[src/cct_params.svh]
`ifndef CCT_PARAMS_SVH
`define CCT_PARAMS_SVH

// Register offsets, one byte register per address
`define CCT_OFS_SC 4'h0
`define CCT_OFS_CNT_HI 4'h1
`define CCT_OFS_CNT_LO 4'h2
`define CCT_OFS_MOD_HI 4'h3
`define CCT_OFS_MOD_LO 4'h4
`define CCT_OFS_CH0_SC 4'h5
`define CCT_OFS_CH0_HI 4'h6
`define CCT_OFS_CH0_LO 4'h7
`define CCT_CH_STRIDE 4'h3

// Timer status and control fields
`define CCT_SC_OVF_FLAG 7
`define CCT_SC_OVF_IE 6
`define CCT_SC_STOP 5
`define CCT_SC_CNT_RST 4
`define CCT_SC_PS_HI 2
`define CCT_SC_PS_LO 0

// Channel status and control fields
`define CCT_CS_FLAG 7
`define CCT_CS_IE 6
`define CCT_CS_BUF 5
`define CCT_CS_UNB 4
`define CCT_CS_ELS_HI 3
`define CCT_CS_ELS_LO 2
`define CCT_CS_TOV 1

// Reset values and prescaler limits
`define CCT_MOD_RST 16'hFFFF
`define CCT_CNT_RST 16'h0000
`define CCT_PS_RST 3'h0
`define CCT_PS_MAX 3'h6
`define CCT_DIV_W 6

`endif

[src/cct_pkg.sv]
package cct_pkg;

  typedef enum logic [1:0] {
    cct_mode_preset = 2'b00,
    cct_mode_capture = 2'b01,
    cct_mode_compare = 2'b11
  } cct_mode_t;

  typedef struct packed {
    logic irq_en;
    logic buf_mode;
    logic unb_mode;
    logic els_hi;
    logic els_lo;
    logic tov;
  } cct_chan_ctrl_t;

  localparam cct_chan_ctrl_t CCT_CTRL_RST = '0;

endpackage : cct_pkg

[src/cct_timer.sv]
// Contract
// RULE1: 16-bit up-counter, free or modulo wrap
// RULE2: Counter readable without disturbing count
// RULE3: Seven prescaler rates from bus clock
// RULE4: Each channel capture or compare independently
// RULE5: Active pin edge copies counter to channel
// RULE6: Capture on every edge, flag ignored
// RULE7: Capture stored two bus cycles after edge
// RULE8: Channel flag raises irq when enabled
// RULE9: Channel value registers untouched by reset
// RULE10: Compare match sets, clears or toggles pin
// RULE11: Unbuffered compare uses written value directly
// RULE12: Software writes values from matching handler
// RULE13: Buffered bit links channels, channel0 first
// RULE14: Last written pair takes over at wrap
// RULE15: Linked: channel1 control unused, pin released
// RULE16: Software writes only the inactive pair
// RULE17: Toggle on wrap makes PWM period
// RULE18: Pulse width from wrap to compare
// RULE19: Modulo 255 gives 256 clock period
// RULE20: Value 128 gives half duty cycle
// RULE21: Overflow flag at modulo, irq when enabled
// RULE22: Buffered bit overrides unbuffered mode bit
// RULE23: Counter returns to zero after modulo
`timescale 1ns/1ps
`include "cct_params.svh"

module cct_timer (
  input wire logic ref_clk,
  input wire logic resetn,
  input wire logic [3:0] bus_addr,
  input wire logic [7:0] bus_wdata,
  input wire logic bus_we,
  input wire logic bus_re,
  output logic [7:0] bus_rdata,
  input wire logic chan0_pin_in,
  output logic chan0_pin_out,
  output logic chan0_pin_oe,
  input wire logic chan1_pin_in,
  output logic chan1_pin_out,
  output logic chan1_pin_oe,
  output logic chan0_irq,
  output logic chan1_irq,
  output logic overflow_irq
);

  // Timer-wide state
  logic [15:0] cnt_q;
  logic [15:0] mod_q;
  logic [`CCT_DIV_W-1:0] div_q;
  logic [2:0] ps_q;
  logic stop_q;
  logic ovf_q;
  logic ovf_arm_q;
  logic ovf_ie_q;
  logic [7:0] lat_q;
  logic lat_v_q;
  logic [7:0] rdata_q;
  logic act_q;
  logic last_q;
  logic ovf_irq_q;

  // Per-channel state
  cct_pkg::cct_chan_ctrl_t ctl_q [2];
  logic [15:0] val_q [2];
  logic flag_q [2];
  logic arm_q [2];
  logic inh_q [2];
  logic s1_q [2];
  logic s2_q [2];
  logic s3_q [2];
  logic out_q [2];
  logic oe_q [2];
  logic irq_q [2];

  logic pin_in [2];
  logic [7:0] ch_rd [2];
  logic ch_hit [2];
  logic match [2];

  assign pin_in[0] = chan0_pin_in;
  assign pin_in[1] = chan1_pin_in;

  // Bus decode
  wire wr = bus_we;
  wire rd = bus_re;
  wire hit_sc = (bus_addr == `CCT_OFS_SC);
  wire hit_cnt_hi = (bus_addr == `CCT_OFS_CNT_HI);
  wire hit_cnt_lo = (bus_addr == `CCT_OFS_CNT_LO);
  wire hit_mod_hi = (bus_addr == `CCT_OFS_MOD_HI);
  wire hit_mod_lo = (bus_addr == `CCT_OFS_MOD_LO);
  wire sc_wr = wr && hit_sc;
  wire cnt_rst = sc_wr && bus_wdata[`CCT_SC_CNT_RST];

  // Prescaler: rate select picks 1, 2, 4 .. 64 bus clocks per count
  wire [2:0] ps_eff = (ps_q > `CCT_PS_MAX) ? `CCT_PS_MAX : ps_q; // [RULE3]
  wire [`CCT_DIV_W-1:0] ps_one = {{(`CCT_DIV_W-1){1'b0}}, 1'b1};
  wire [`CCT_DIV_W-1:0] ps_mask = `CCT_DIV_W'((ps_one << ps_eff) - ps_one);
  wire tick = !stop_q && ((div_q & ps_mask) == ps_mask); // [RULE3]

  // Counter wraps one count after it reaches the modulo value
  wire wrap = tick && (cnt_q == mod_q); // [RULE1] [RULE21]
  wire [15:0] cnt_nx = wrap ? 16'h0000 : 16'(cnt_q + 16'h0001); // [RULE23]

  wire lnk = ctl_q[0].buf_mode;
  wire [15:0] val_act = act_q ? val_q[1] : val_q[0]; // [RULE14]

  always_ff @(posedge ref_clk) begin
    if (!resetn) begin
      div_q <= '0;
    end else if (cnt_rst) begin
      div_q <= '0;
    end else if (!stop_q) begin
      div_q <= `CCT_DIV_W'(div_q + ps_one);
    end
  end

  always_ff @(posedge ref_clk) begin
    if (!resetn) begin
      cnt_q <= `CCT_CNT_RST;
    end else if (cnt_rst) begin
      cnt_q <= `CCT_CNT_RST;
    end else if (tick) begin
      cnt_q <= cnt_nx; // [RULE1] [RULE19]
    end
  end

  always_ff @(posedge ref_clk) begin
    if (!resetn) begin
      mod_q <= `CCT_MOD_RST;
    end else if (wr && hit_mod_hi) begin
      mod_q[15:8] <= bus_wdata;
    end else if (wr && hit_mod_lo) begin
      mod_q[7:0] <= bus_wdata;
    end
  end

  // Reading the high byte freezes the low byte for a coherent pair
  always_ff @(posedge ref_clk) begin
    if (!resetn) begin
      lat_q <= 8'h00;
      lat_v_q <= 1'b0;
    end else if (rd && hit_cnt_hi) begin
      lat_q <= cnt_q[7:0]; // [RULE2]
      lat_v_q <= 1'b1;
    end else if (rd && hit_cnt_lo) begin
      lat_v_q <= 1'b0;
    end
  end

  always_ff @(posedge ref_clk) begin
    if (!resetn) begin
      ps_q <= `CCT_PS_RST;
      stop_q <= 1'b0;
      ovf_ie_q <= 1'b0;
    end else if (sc_wr) begin
      ps_q <= bus_wdata[`CCT_SC_PS_HI:`CCT_SC_PS_LO];
      stop_q <= bus_wdata[`CCT_SC_STOP];
      ovf_ie_q <= bus_wdata[`CCT_SC_OVF_IE];
    end
  end

  // Flag clears by read with flag set, then write of zero; set wins
  wire ovf_clr = sc_wr && ovf_arm_q && !bus_wdata[`CCT_SC_OVF_FLAG];

  always_ff @(posedge ref_clk) begin
    if (!resetn) begin
      ovf_q <= 1'b0;
      ovf_arm_q <= 1'b0;
      ovf_irq_q <= 1'b0;
    end else begin
      ovf_q <= wrap || (ovf_q && !ovf_clr); // [RULE21]
      if (rd && hit_sc && ovf_q) begin
        ovf_arm_q <= 1'b1;
      end else if (sc_wr || wrap) begin
        ovf_arm_q <= 1'b0;
      end
      ovf_irq_q <= (wrap || (ovf_q && !ovf_clr)) && ovf_ie_q; // [RULE21]
    end
  end

  // Buffered pair selection
  wire ch0_sc_wr = wr && (bus_addr == `CCT_OFS_CH0_SC);
  wire buf_on = ch0_sc_wr && bus_wdata[`CCT_CS_BUF] && !lnk;
  wire [3:0] ch1_lo_a = 4'(`CCT_OFS_CH0_LO + `CCT_CH_STRIDE);
  wire ch0_lo_wr = wr && (bus_addr == `CCT_OFS_CH0_LO);
  wire ch1_lo_wr = wr && (bus_addr == ch1_lo_a);

  always_ff @(posedge ref_clk) begin
    if (!resetn) begin
      act_q <= 1'b0;
      last_q <= 1'b0;
    end else if (buf_on) begin
      act_q <= 1'b0; // [RULE13]
      last_q <= 1'b0;
    end else begin
      if (ch1_lo_wr) begin
        last_q <= 1'b1;
      end else if (ch0_lo_wr) begin
        last_q <= 1'b0;
      end
      if (wrap && lnk) begin
        act_q <= ch1_lo_wr ? 1'b1 : (ch0_lo_wr ? 1'b0 : last_q); // [RULE14]
      end
    end
  end

  genvar i;
  for (i = 0; i < 2; i++) begin : g_ch
    localparam logic [3:0] A_SC = 4'(`CCT_OFS_CH0_SC + i * `CCT_CH_STRIDE);
    localparam logic [3:0] A_HI = 4'(`CCT_OFS_CH0_HI + i * `CCT_CH_STRIDE);
    localparam logic [3:0] A_LO = 4'(`CCT_OFS_CH0_LO + i * `CCT_CH_STRIDE);

    // Channel 1 is parked while the pair is linked
    wire off = (i == 1) && lnk; // [RULE15]
    wire buf_ch = (i == 0) && ctl_q[i].buf_mode;
    wire els_any = ctl_q[i].els_hi || ctl_q[i].els_lo;
    cct_pkg::cct_mode_t mode;
    assign mode = (!els_any || off) ? cct_pkg::cct_mode_preset :
                  (buf_ch || ctl_q[i].unb_mode) ? cct_pkg::cct_mode_compare : // [RULE22]
                  cct_pkg::cct_mode_capture; // [RULE4]
    wire is_cmp = (mode == cct_pkg::cct_mode_compare);
    wire is_cap = (mode == cct_pkg::cct_mode_capture);

    wire hsc = (bus_addr == A_SC);
    wire hhi = (bus_addr == A_HI);
    wire hlo = (bus_addr == A_LO);
    wire sc_w = wr && hsc && !off; // [RULE15]

    // Edge detect reads only the second and third stages
    wire rise = s2_q[i] && !s3_q[i];
    wire fall = !s2_q[i] && s3_q[i];
    wire cap_ev = is_cap && !inh_q[i] &&
                  ((ctl_q[i].els_lo && rise) || (ctl_q[i].els_hi && fall)); // [RULE5] [RULE7]

    wire [15:0] cmp_v = buf_ch ? val_act : val_q[i]; // [RULE11] [RULE14]
    assign match[i] = tick && is_cmp && !inh_q[i] && (cnt_nx == cmp_v); // [RULE10] [RULE18]
    wire ev = cap_ev || match[i];
    wire clr = sc_w && arm_q[i] && !bus_wdata[`CCT_CS_FLAG];
    wire flag_nx = ev || (flag_q[i] && !clr);

    assign ch_hit[i] = hsc || hhi || hlo;
    assign ch_rd[i] = hsc ? (off ? 8'h00 : {flag_q[i], ctl_q[i].irq_en,
                              ctl_q[i].buf_mode, ctl_q[i].unb_mode,
                              ctl_q[i].els_hi, ctl_q[i].els_lo,
                              ctl_q[i].tov, 1'b0}) :
                      hhi ? val_q[i][15:8] : val_q[i][7:0];

    always_ff @(posedge ref_clk) begin
      s1_q[i] <= pin_in[i];
      s2_q[i] <= s1_q[i];
      s3_q[i] <= s2_q[i];
    end

    always_ff @(posedge ref_clk) begin
      if (!resetn) begin
        ctl_q[i] <= cct_pkg::CCT_CTRL_RST;
      end else if (sc_w) begin
        ctl_q[i].irq_en <= bus_wdata[`CCT_CS_IE];
        ctl_q[i].buf_mode <= (i == 0) && bus_wdata[`CCT_CS_BUF]; // [RULE13]
        ctl_q[i].unb_mode <= bus_wdata[`CCT_CS_UNB];
        ctl_q[i].els_hi <= bus_wdata[`CCT_CS_ELS_HI];
        ctl_q[i].els_lo <= bus_wdata[`CCT_CS_ELS_LO];
        ctl_q[i].tov <= bus_wdata[`CCT_CS_TOV];
      end
    end

    always_ff @(posedge ref_clk) begin
      if (!resetn) begin
        flag_q[i] <= 1'b0;
        arm_q[i] <= 1'b0;
        irq_q[i] <= 1'b0;
      end else begin
        flag_q[i] <= flag_nx; // [RULE6]
        if (rd && hsc && flag_q[i]) begin
          arm_q[i] <= 1'b1;
        end else if (sc_w || ev) begin
          arm_q[i] <= 1'b0;
        end
        irq_q[i] <= flag_nx && ctl_q[i].irq_en && !off; // [RULE8]
      end
    end

    // High-byte write (compare) or read (capture) holds off events until the low byte
    always_ff @(posedge ref_clk) begin
      if (!resetn) begin
        inh_q[i] <= 1'b0;
      end else if ((wr && hhi && is_cmp) || (rd && hhi && is_cap)) begin
        inh_q[i] <= 1'b1;
      end else if ((wr || rd) && hlo) begin
        inh_q[i] <= 1'b0;
      end
    end

    // Value registers carry no reset
    always_ff @(posedge ref_clk) begin
      if (cap_ev) begin
        val_q[i] <= cnt_q; // [RULE5] [RULE6] [RULE9]
      end else if (wr && hhi) begin
        val_q[i][15:8] <= bus_wdata;
      end else if (wr && hlo) begin
        val_q[i][7:0] <= bus_wdata;
      end
    end

    // Wrap toggle outranks a coincident compare
    always_ff @(posedge ref_clk) begin
      if (!resetn) begin
        out_q[i] <= 1'b1;
        oe_q[i] <= 1'b0;
      end else begin
        oe_q[i] <= is_cmp; // [RULE15]
        if (mode == cct_pkg::cct_mode_preset) begin
          out_q[i] <= !ctl_q[i].unb_mode;
        end else if (is_cmp && wrap && ctl_q[i].tov) begin
          out_q[i] <= !out_q[i]; // [RULE17] [RULE19]
        end else if (match[i]) begin
          if (ctl_q[i].els_hi && ctl_q[i].els_lo) begin
            out_q[i] <= 1'b1; // [RULE10] [RULE18]
          end else if (ctl_q[i].els_hi) begin
            out_q[i] <= 1'b0; // [RULE10] [RULE18] [RULE20]
          end else begin
            out_q[i] <= !out_q[i]; // [RULE10]
          end
        end
      end
    end
  end

  // Read data, valid in the cycle after the strobe
  logic [7:0] rd_d;
  always_comb begin
    rd_d = 8'h00;
    if (hit_sc) begin
      rd_d = {ovf_q, ovf_ie_q, stop_q, 2'b00, ps_q};
    end else if (hit_cnt_hi) begin
      rd_d = cnt_q[15:8]; // [RULE2]
    end else if (hit_cnt_lo) begin
      rd_d = lat_v_q ? lat_q : cnt_q[7:0]; // [RULE2]
    end else if (hit_mod_hi) begin
      rd_d = mod_q[15:8];
    end else if (hit_mod_lo) begin
      rd_d = mod_q[7:0];
    end else if (ch_hit[0]) begin
      rd_d = ch_rd[0];
    end else if (ch_hit[1]) begin
      rd_d = ch_rd[1];
    end
  end

  always_ff @(posedge ref_clk) begin
    if (!resetn) begin
      rdata_q <= 8'h00;
    end else if (rd) begin
      rdata_q <= rd_d;
    end else begin
      rdata_q <= 8'h00;
    end
  end

  assign bus_rdata = rdata_q;
  assign chan0_pin_out = out_q[0];
  assign chan0_pin_oe = oe_q[0];
  assign chan1_pin_out = out_q[1];
  assign chan1_pin_oe = oe_q[1];
  assign chan0_irq = irq_q[0];
  assign chan1_irq = irq_q[1];
  assign overflow_irq = ovf_irq_q;

endmodule : cct_timer

[config.mk]
export PLATFORM = sky130hd
export DESIGN_NAME = cct_timer
export DESIGN_NICKNAME = d
export VERILOG_FILES = /design/src/cct_pkg.sv /design/src/cct_timer.sv
export VERILOG_INCLUDE_DIRS = /design/src
export SDC_FILE = /design/constraint.sdc
export NUM_CORES = 1
export LEC_CHECK = 0
export BUFFER_PORTS_ARGS = -buffer_cell sky130_fd_sc_hd__buf_4
export CAP_MARGIN = 10
export CORE_ASPECT_RATIO = 1.2
export CORE_MARGIN = 3
export CORE_UTILIZATION = 41
export DETAILED_ROUTE_END_ITERATION = 12
export SETUP_SLACK_MARGIN = 0.4
export SKIP_CTS_REPAIR_TIMING = 1
export SLEW_MARGIN = 20
export SYNTH_ARGS = -nofsm -noshare
export SYNTH_HDL_FRONTEND = slang
export SYNTH_SLANG_ARGS = --single-unit
export TNS_END_PERCENT = 20
[constraint.sdc]
create_clock -name ref_clk -period 4.33 [get_ports ref_clk]
set_clock_uncertainty 0.15 [all_clocks]
set_input_delay 0.2165 -clock ref_clk [delete_from_list [all_inputs] [get_ports ref_clk]]
set_output_delay 0.2165 -clock ref_clk [all_outputs]
set_load 0.02 [all_outputs]
==> key figures <==
Outcome
  – Status: finished with violations
  – Failing checks: negative hold slack

Hold path
  – Hold Path End: mod_q[9]
  – Hold depth: 3
  – Hold Crit Start: bus_wdata[1]
  – Hold Crit Class: in -> reg

Synthesis
  – Warnings from Yosys: 0
  – Seq/Total Area, Yosys: 40.1%
  – Synthesized area per cell: 8.83 µm²
  – Cell taking the most area after synthesis: dfxtp_1
  – Post-synth top area share: 21.2%
  – Synth unique cells: 75
  – Ys flop type: dfxtp_1
  – Register bit total from synthesis: 126
  – Syn Inst Count: 844
  – Synthesized area: 0.00746 mm²
  – FFs w/ async S/R, synth: 0%
  – Mapped Nets: 864
  – Top post-synthesis cells by area: dfxtp_1 (21%), edfxtp_1 (19%), nand2_1 (5.2%)
  – EDFF count, synth: 47

Global route
  – Vias in the first global route: 6681
  – GRT Util Overall: 27.4%
  – Global-route wire length before repair: 41200 µm
  – Pin count of the biggest net entering global routing: 42
  – Antenna violations before repair: 0
  – Gr ovfl total: 0

Pwr
  – Final Total Pwr: 3050 µW
  – Power share of the combinational group: 9.2%
  – Leakage power: 0.00321 µW
  – Sw Ratio: 26.7%
  – Reg power frac: 42.6%
  – VDD IR max: 0.273 mV
  – Clock power frac: 48.2%
  – Internal Power: 2230 µW
  – Pwr dens: 357 mW/mm²
  – P_sw: 813 µW

Critical path
  – WP data required: 4.34 ns
  – Critical Path End Type: register
  – Arrival time worst endpoint: 3.78 ns
  – Reg2Reg Setup Slack: 0.57 ns
  – Worst Setup Start Kind: register
  – Worst-path fanout max: 12
  – Setup CP Type: reg -> reg
  – R2r worst-path depth: 9
  – Worst R2R Start: cnt_q[2]
  – Capture point of the worst reg-to-reg path: out_q[1]
  – Worst Setup SP: cnt_q[2]

Floorplan
  – Core Rows: 53
  – I/O pin cnt: 33
  – Die area: 0.0198 mm²
  – Starting Density: 42.1%
  – Core region area: 0.0177 mm²
  – Die width: 129 µm
  – Height of the die: 154 µm

Placement
  – Placer Congestion: 0.987
  – Dpl cell area: 0.00790 mm²
  – Detailed placer's ending HPWL: 19200 µm
  – # port buffers: 32

Clock tree
  – CTS Sinks: 126
  – CTS tree: done
  – CTS clk-pin slew, worst paths: 0.06 ns
  – Clock Latency Late Sink: 0.43 ns
  – Num CTS Buffers: 17
  – CTS H-tree depth: 4
  – CTS root buf: clkbuf_16
  – Max Buffers Root-to-Sink: 2

Route
  – TritonRoute pass-1 iters: 6
  – Final ANT Viol Nets: 0
  – WL/cell: 24.3 µm
  – Final WL: 26700 µm
  – DRC: 0
  – Detailed router's first-iteration violation count: 933
  – Routed vias/inst: 6.33
  – Via count: 6943

Layout
  – Share of cells above drive strength 1: 16.9%
  – Syn-to-layout area delta: 14.5%
  – Final instance area: 0.00854 mm²
  – Multi-input gate area: 0.00411 mm²
  – Fin nets: 884
  – Register Area: 0.00299 mm²
  – N_diodes: 0
  – Filler cell count: 1661

Timing
  – Period minus WS final: 3.76 ns
  – Final setup fails: 0
  – Period utilization: 86.9%
  – Slew Limit Fails: 0
  – RSZ-0062 raised after global routing: false
  – Min Hold Slack: -0.00980 ns
  – Fmax: 0.266 GHz
  – Relative slew slack: 33.7%
  – Hold violation count in the final report: 5
  – Worst slew pin tran: 0.984 ns
  – TNS Setup: 0 ns

Run
  – Max-cap viol count: 0
[critical path, cell delays in order, from the launching register on]
cell	delay, ns
dfxtp_1	0.70
xor2_1	0.13
nor4_1	0.60
and4_1	0.46
nand2_1	0.21
or3_1	0.37
o311a_1	0.16
nor4b_1	0.45
buf_4	0.19
o22ai_1	0.08
[final cells by class]
type / count / share of cell area (%)
tap: 220 / 3.22
sequential: 126 / 35.1
clock buffer: 18 / 5.14
timing repair buffer: 66 / 5.95
clock inverter: 14 / 1.80
multi-input combinational: 638 / 48.2
inverter: 15 / 0.659
[cells by family (layout without fill, tap and decap cells)]
| logic type | Yosys count | count (layout) | synth area share [%] |
|---|---|---|---|
| compound gates | 193 | 193 | 17.2 |
| xor+xnor | 39 | 39 | 4.68 |
| fa+ha+maj | 2 | 2 | 0.336 |
| buf+inv | 80 | 113 | 4.78 |
| flops | 126 | 126 | 40.1 |
| mux | 59 | 59 | 8.63 |
| simple gates | 345 | 345 | 24.3 |
[routing by layer]
metal  global-route usage [%]  vias up  routed length (µm)
met4                     14.7        0                1580
li1                         -     3169                   -
met5                        0        -                   0
met2                     42.4      399               12400
met1                     36.3     3275               10500
met3                     4.76      100                2220
[state kept, by name, summed over array words and instances, names as in the netlist, 2 cells and up]
| signal | count |
|---|---|
| out_q | 2 |
| flag_q | 2 |
| irq_q | 2 |
| lat_q | 8 |
| val_q | 32 |
| s2_q | 2 |
| ctl_q | 11 |
| bus_rdata | 8 |
| ps_q | 3 |
| div_q | 6 |
| oe_q | 2 |
| cnt_q | 16 |
| s1_q | 2 |
| arm_q | 2 |
| s3_q | 2 |
| inh_q | 2 |
| mod_q | 16 |
[cells in the final DEF (no fill, tap or decap), types with 26 or more instances in the layout]
master | netlist | layout
edfxtp_1 | 47 | 47
dfxtp_1 | 79 | 79
nor2_1 | 56 | 56
nand2_1 | 104 | 104
o21ai_0 | 44 | 43
nand3_1 | 52 | 52
buf_4 | 3 | 61
mux2_2 | 32 | 32
a21oi_1 | 56 | 56
mux2i_1 | 26 | 26
[synthesized netlist by cell type, types with 6 or more instances]
| master | number |
|---|---|
| a21oi_1 | 56 |
| a222oi_1 | 7 |
| a22oi_1 | 10 |
| and2_1 | 10 |
| and3_1 | 10 |
| buf_2 | 12 |
| clkbuf_1 | 45 |
| dfxtp_1 | 79 |
| edfxtp_1 | 47 |
| inv_1 | 15 |
| mux2_2 | 32 |
| mux2i_1 | 26 |
| nand2_1 | 104 |
| nand2b_1 | 6 |
| nand3_1 | 52 |
| nand3b_1 | 7 |
| nand4_1 | 12 |
| nor2_1 | 56 |
| nor2b_1 | 10 |
| nor3_1 | 25 |
| nor4_1 | 17 |
| o211ai_1 | 8 |
| o21ai_0 | 44 |
| o22ai_1 | 9 |
| xnor2_1 | 16 |
| xor2_1 | 22 |
[per-stage QoR]
stage	std cells	worst slack (ns)	utilization, %
floorplan	844	1.34	-
global placement	1060	0.698	44.6
detailed placement	1060	0.699	44.6
CTS	1092	0.695	47.9
global route	1097	0.427	48.2
finish	1097	0.566	48.2
[power groups by stage]
stage          clock (µW)  sequential (µW)  combinational, µW
2_1_floorplan           0             1310                174
3_3_place_gp            0             1320                271
3_5_place_dp            0             1320                269
4_1_cts              1480             1300                271
5_1_grt              1530             1300                305
6_report             1470             1300                280
[how the worst max path moves through the flow]
stage	to	slack, ns	cells past startpoint
2_1_floorplan	out_q[0]	1.34	10
3_3_place_gp	out_q[0]	0.70	8
3_5_place_dp	out_q[0]	0.70	8
4_1_cts	out_q[0]	0.69	8
5_1_grt	out_q[1]	0.43	9
6_report	out_q[1]	0.57	9
Power figures use the tool's default switching activity.
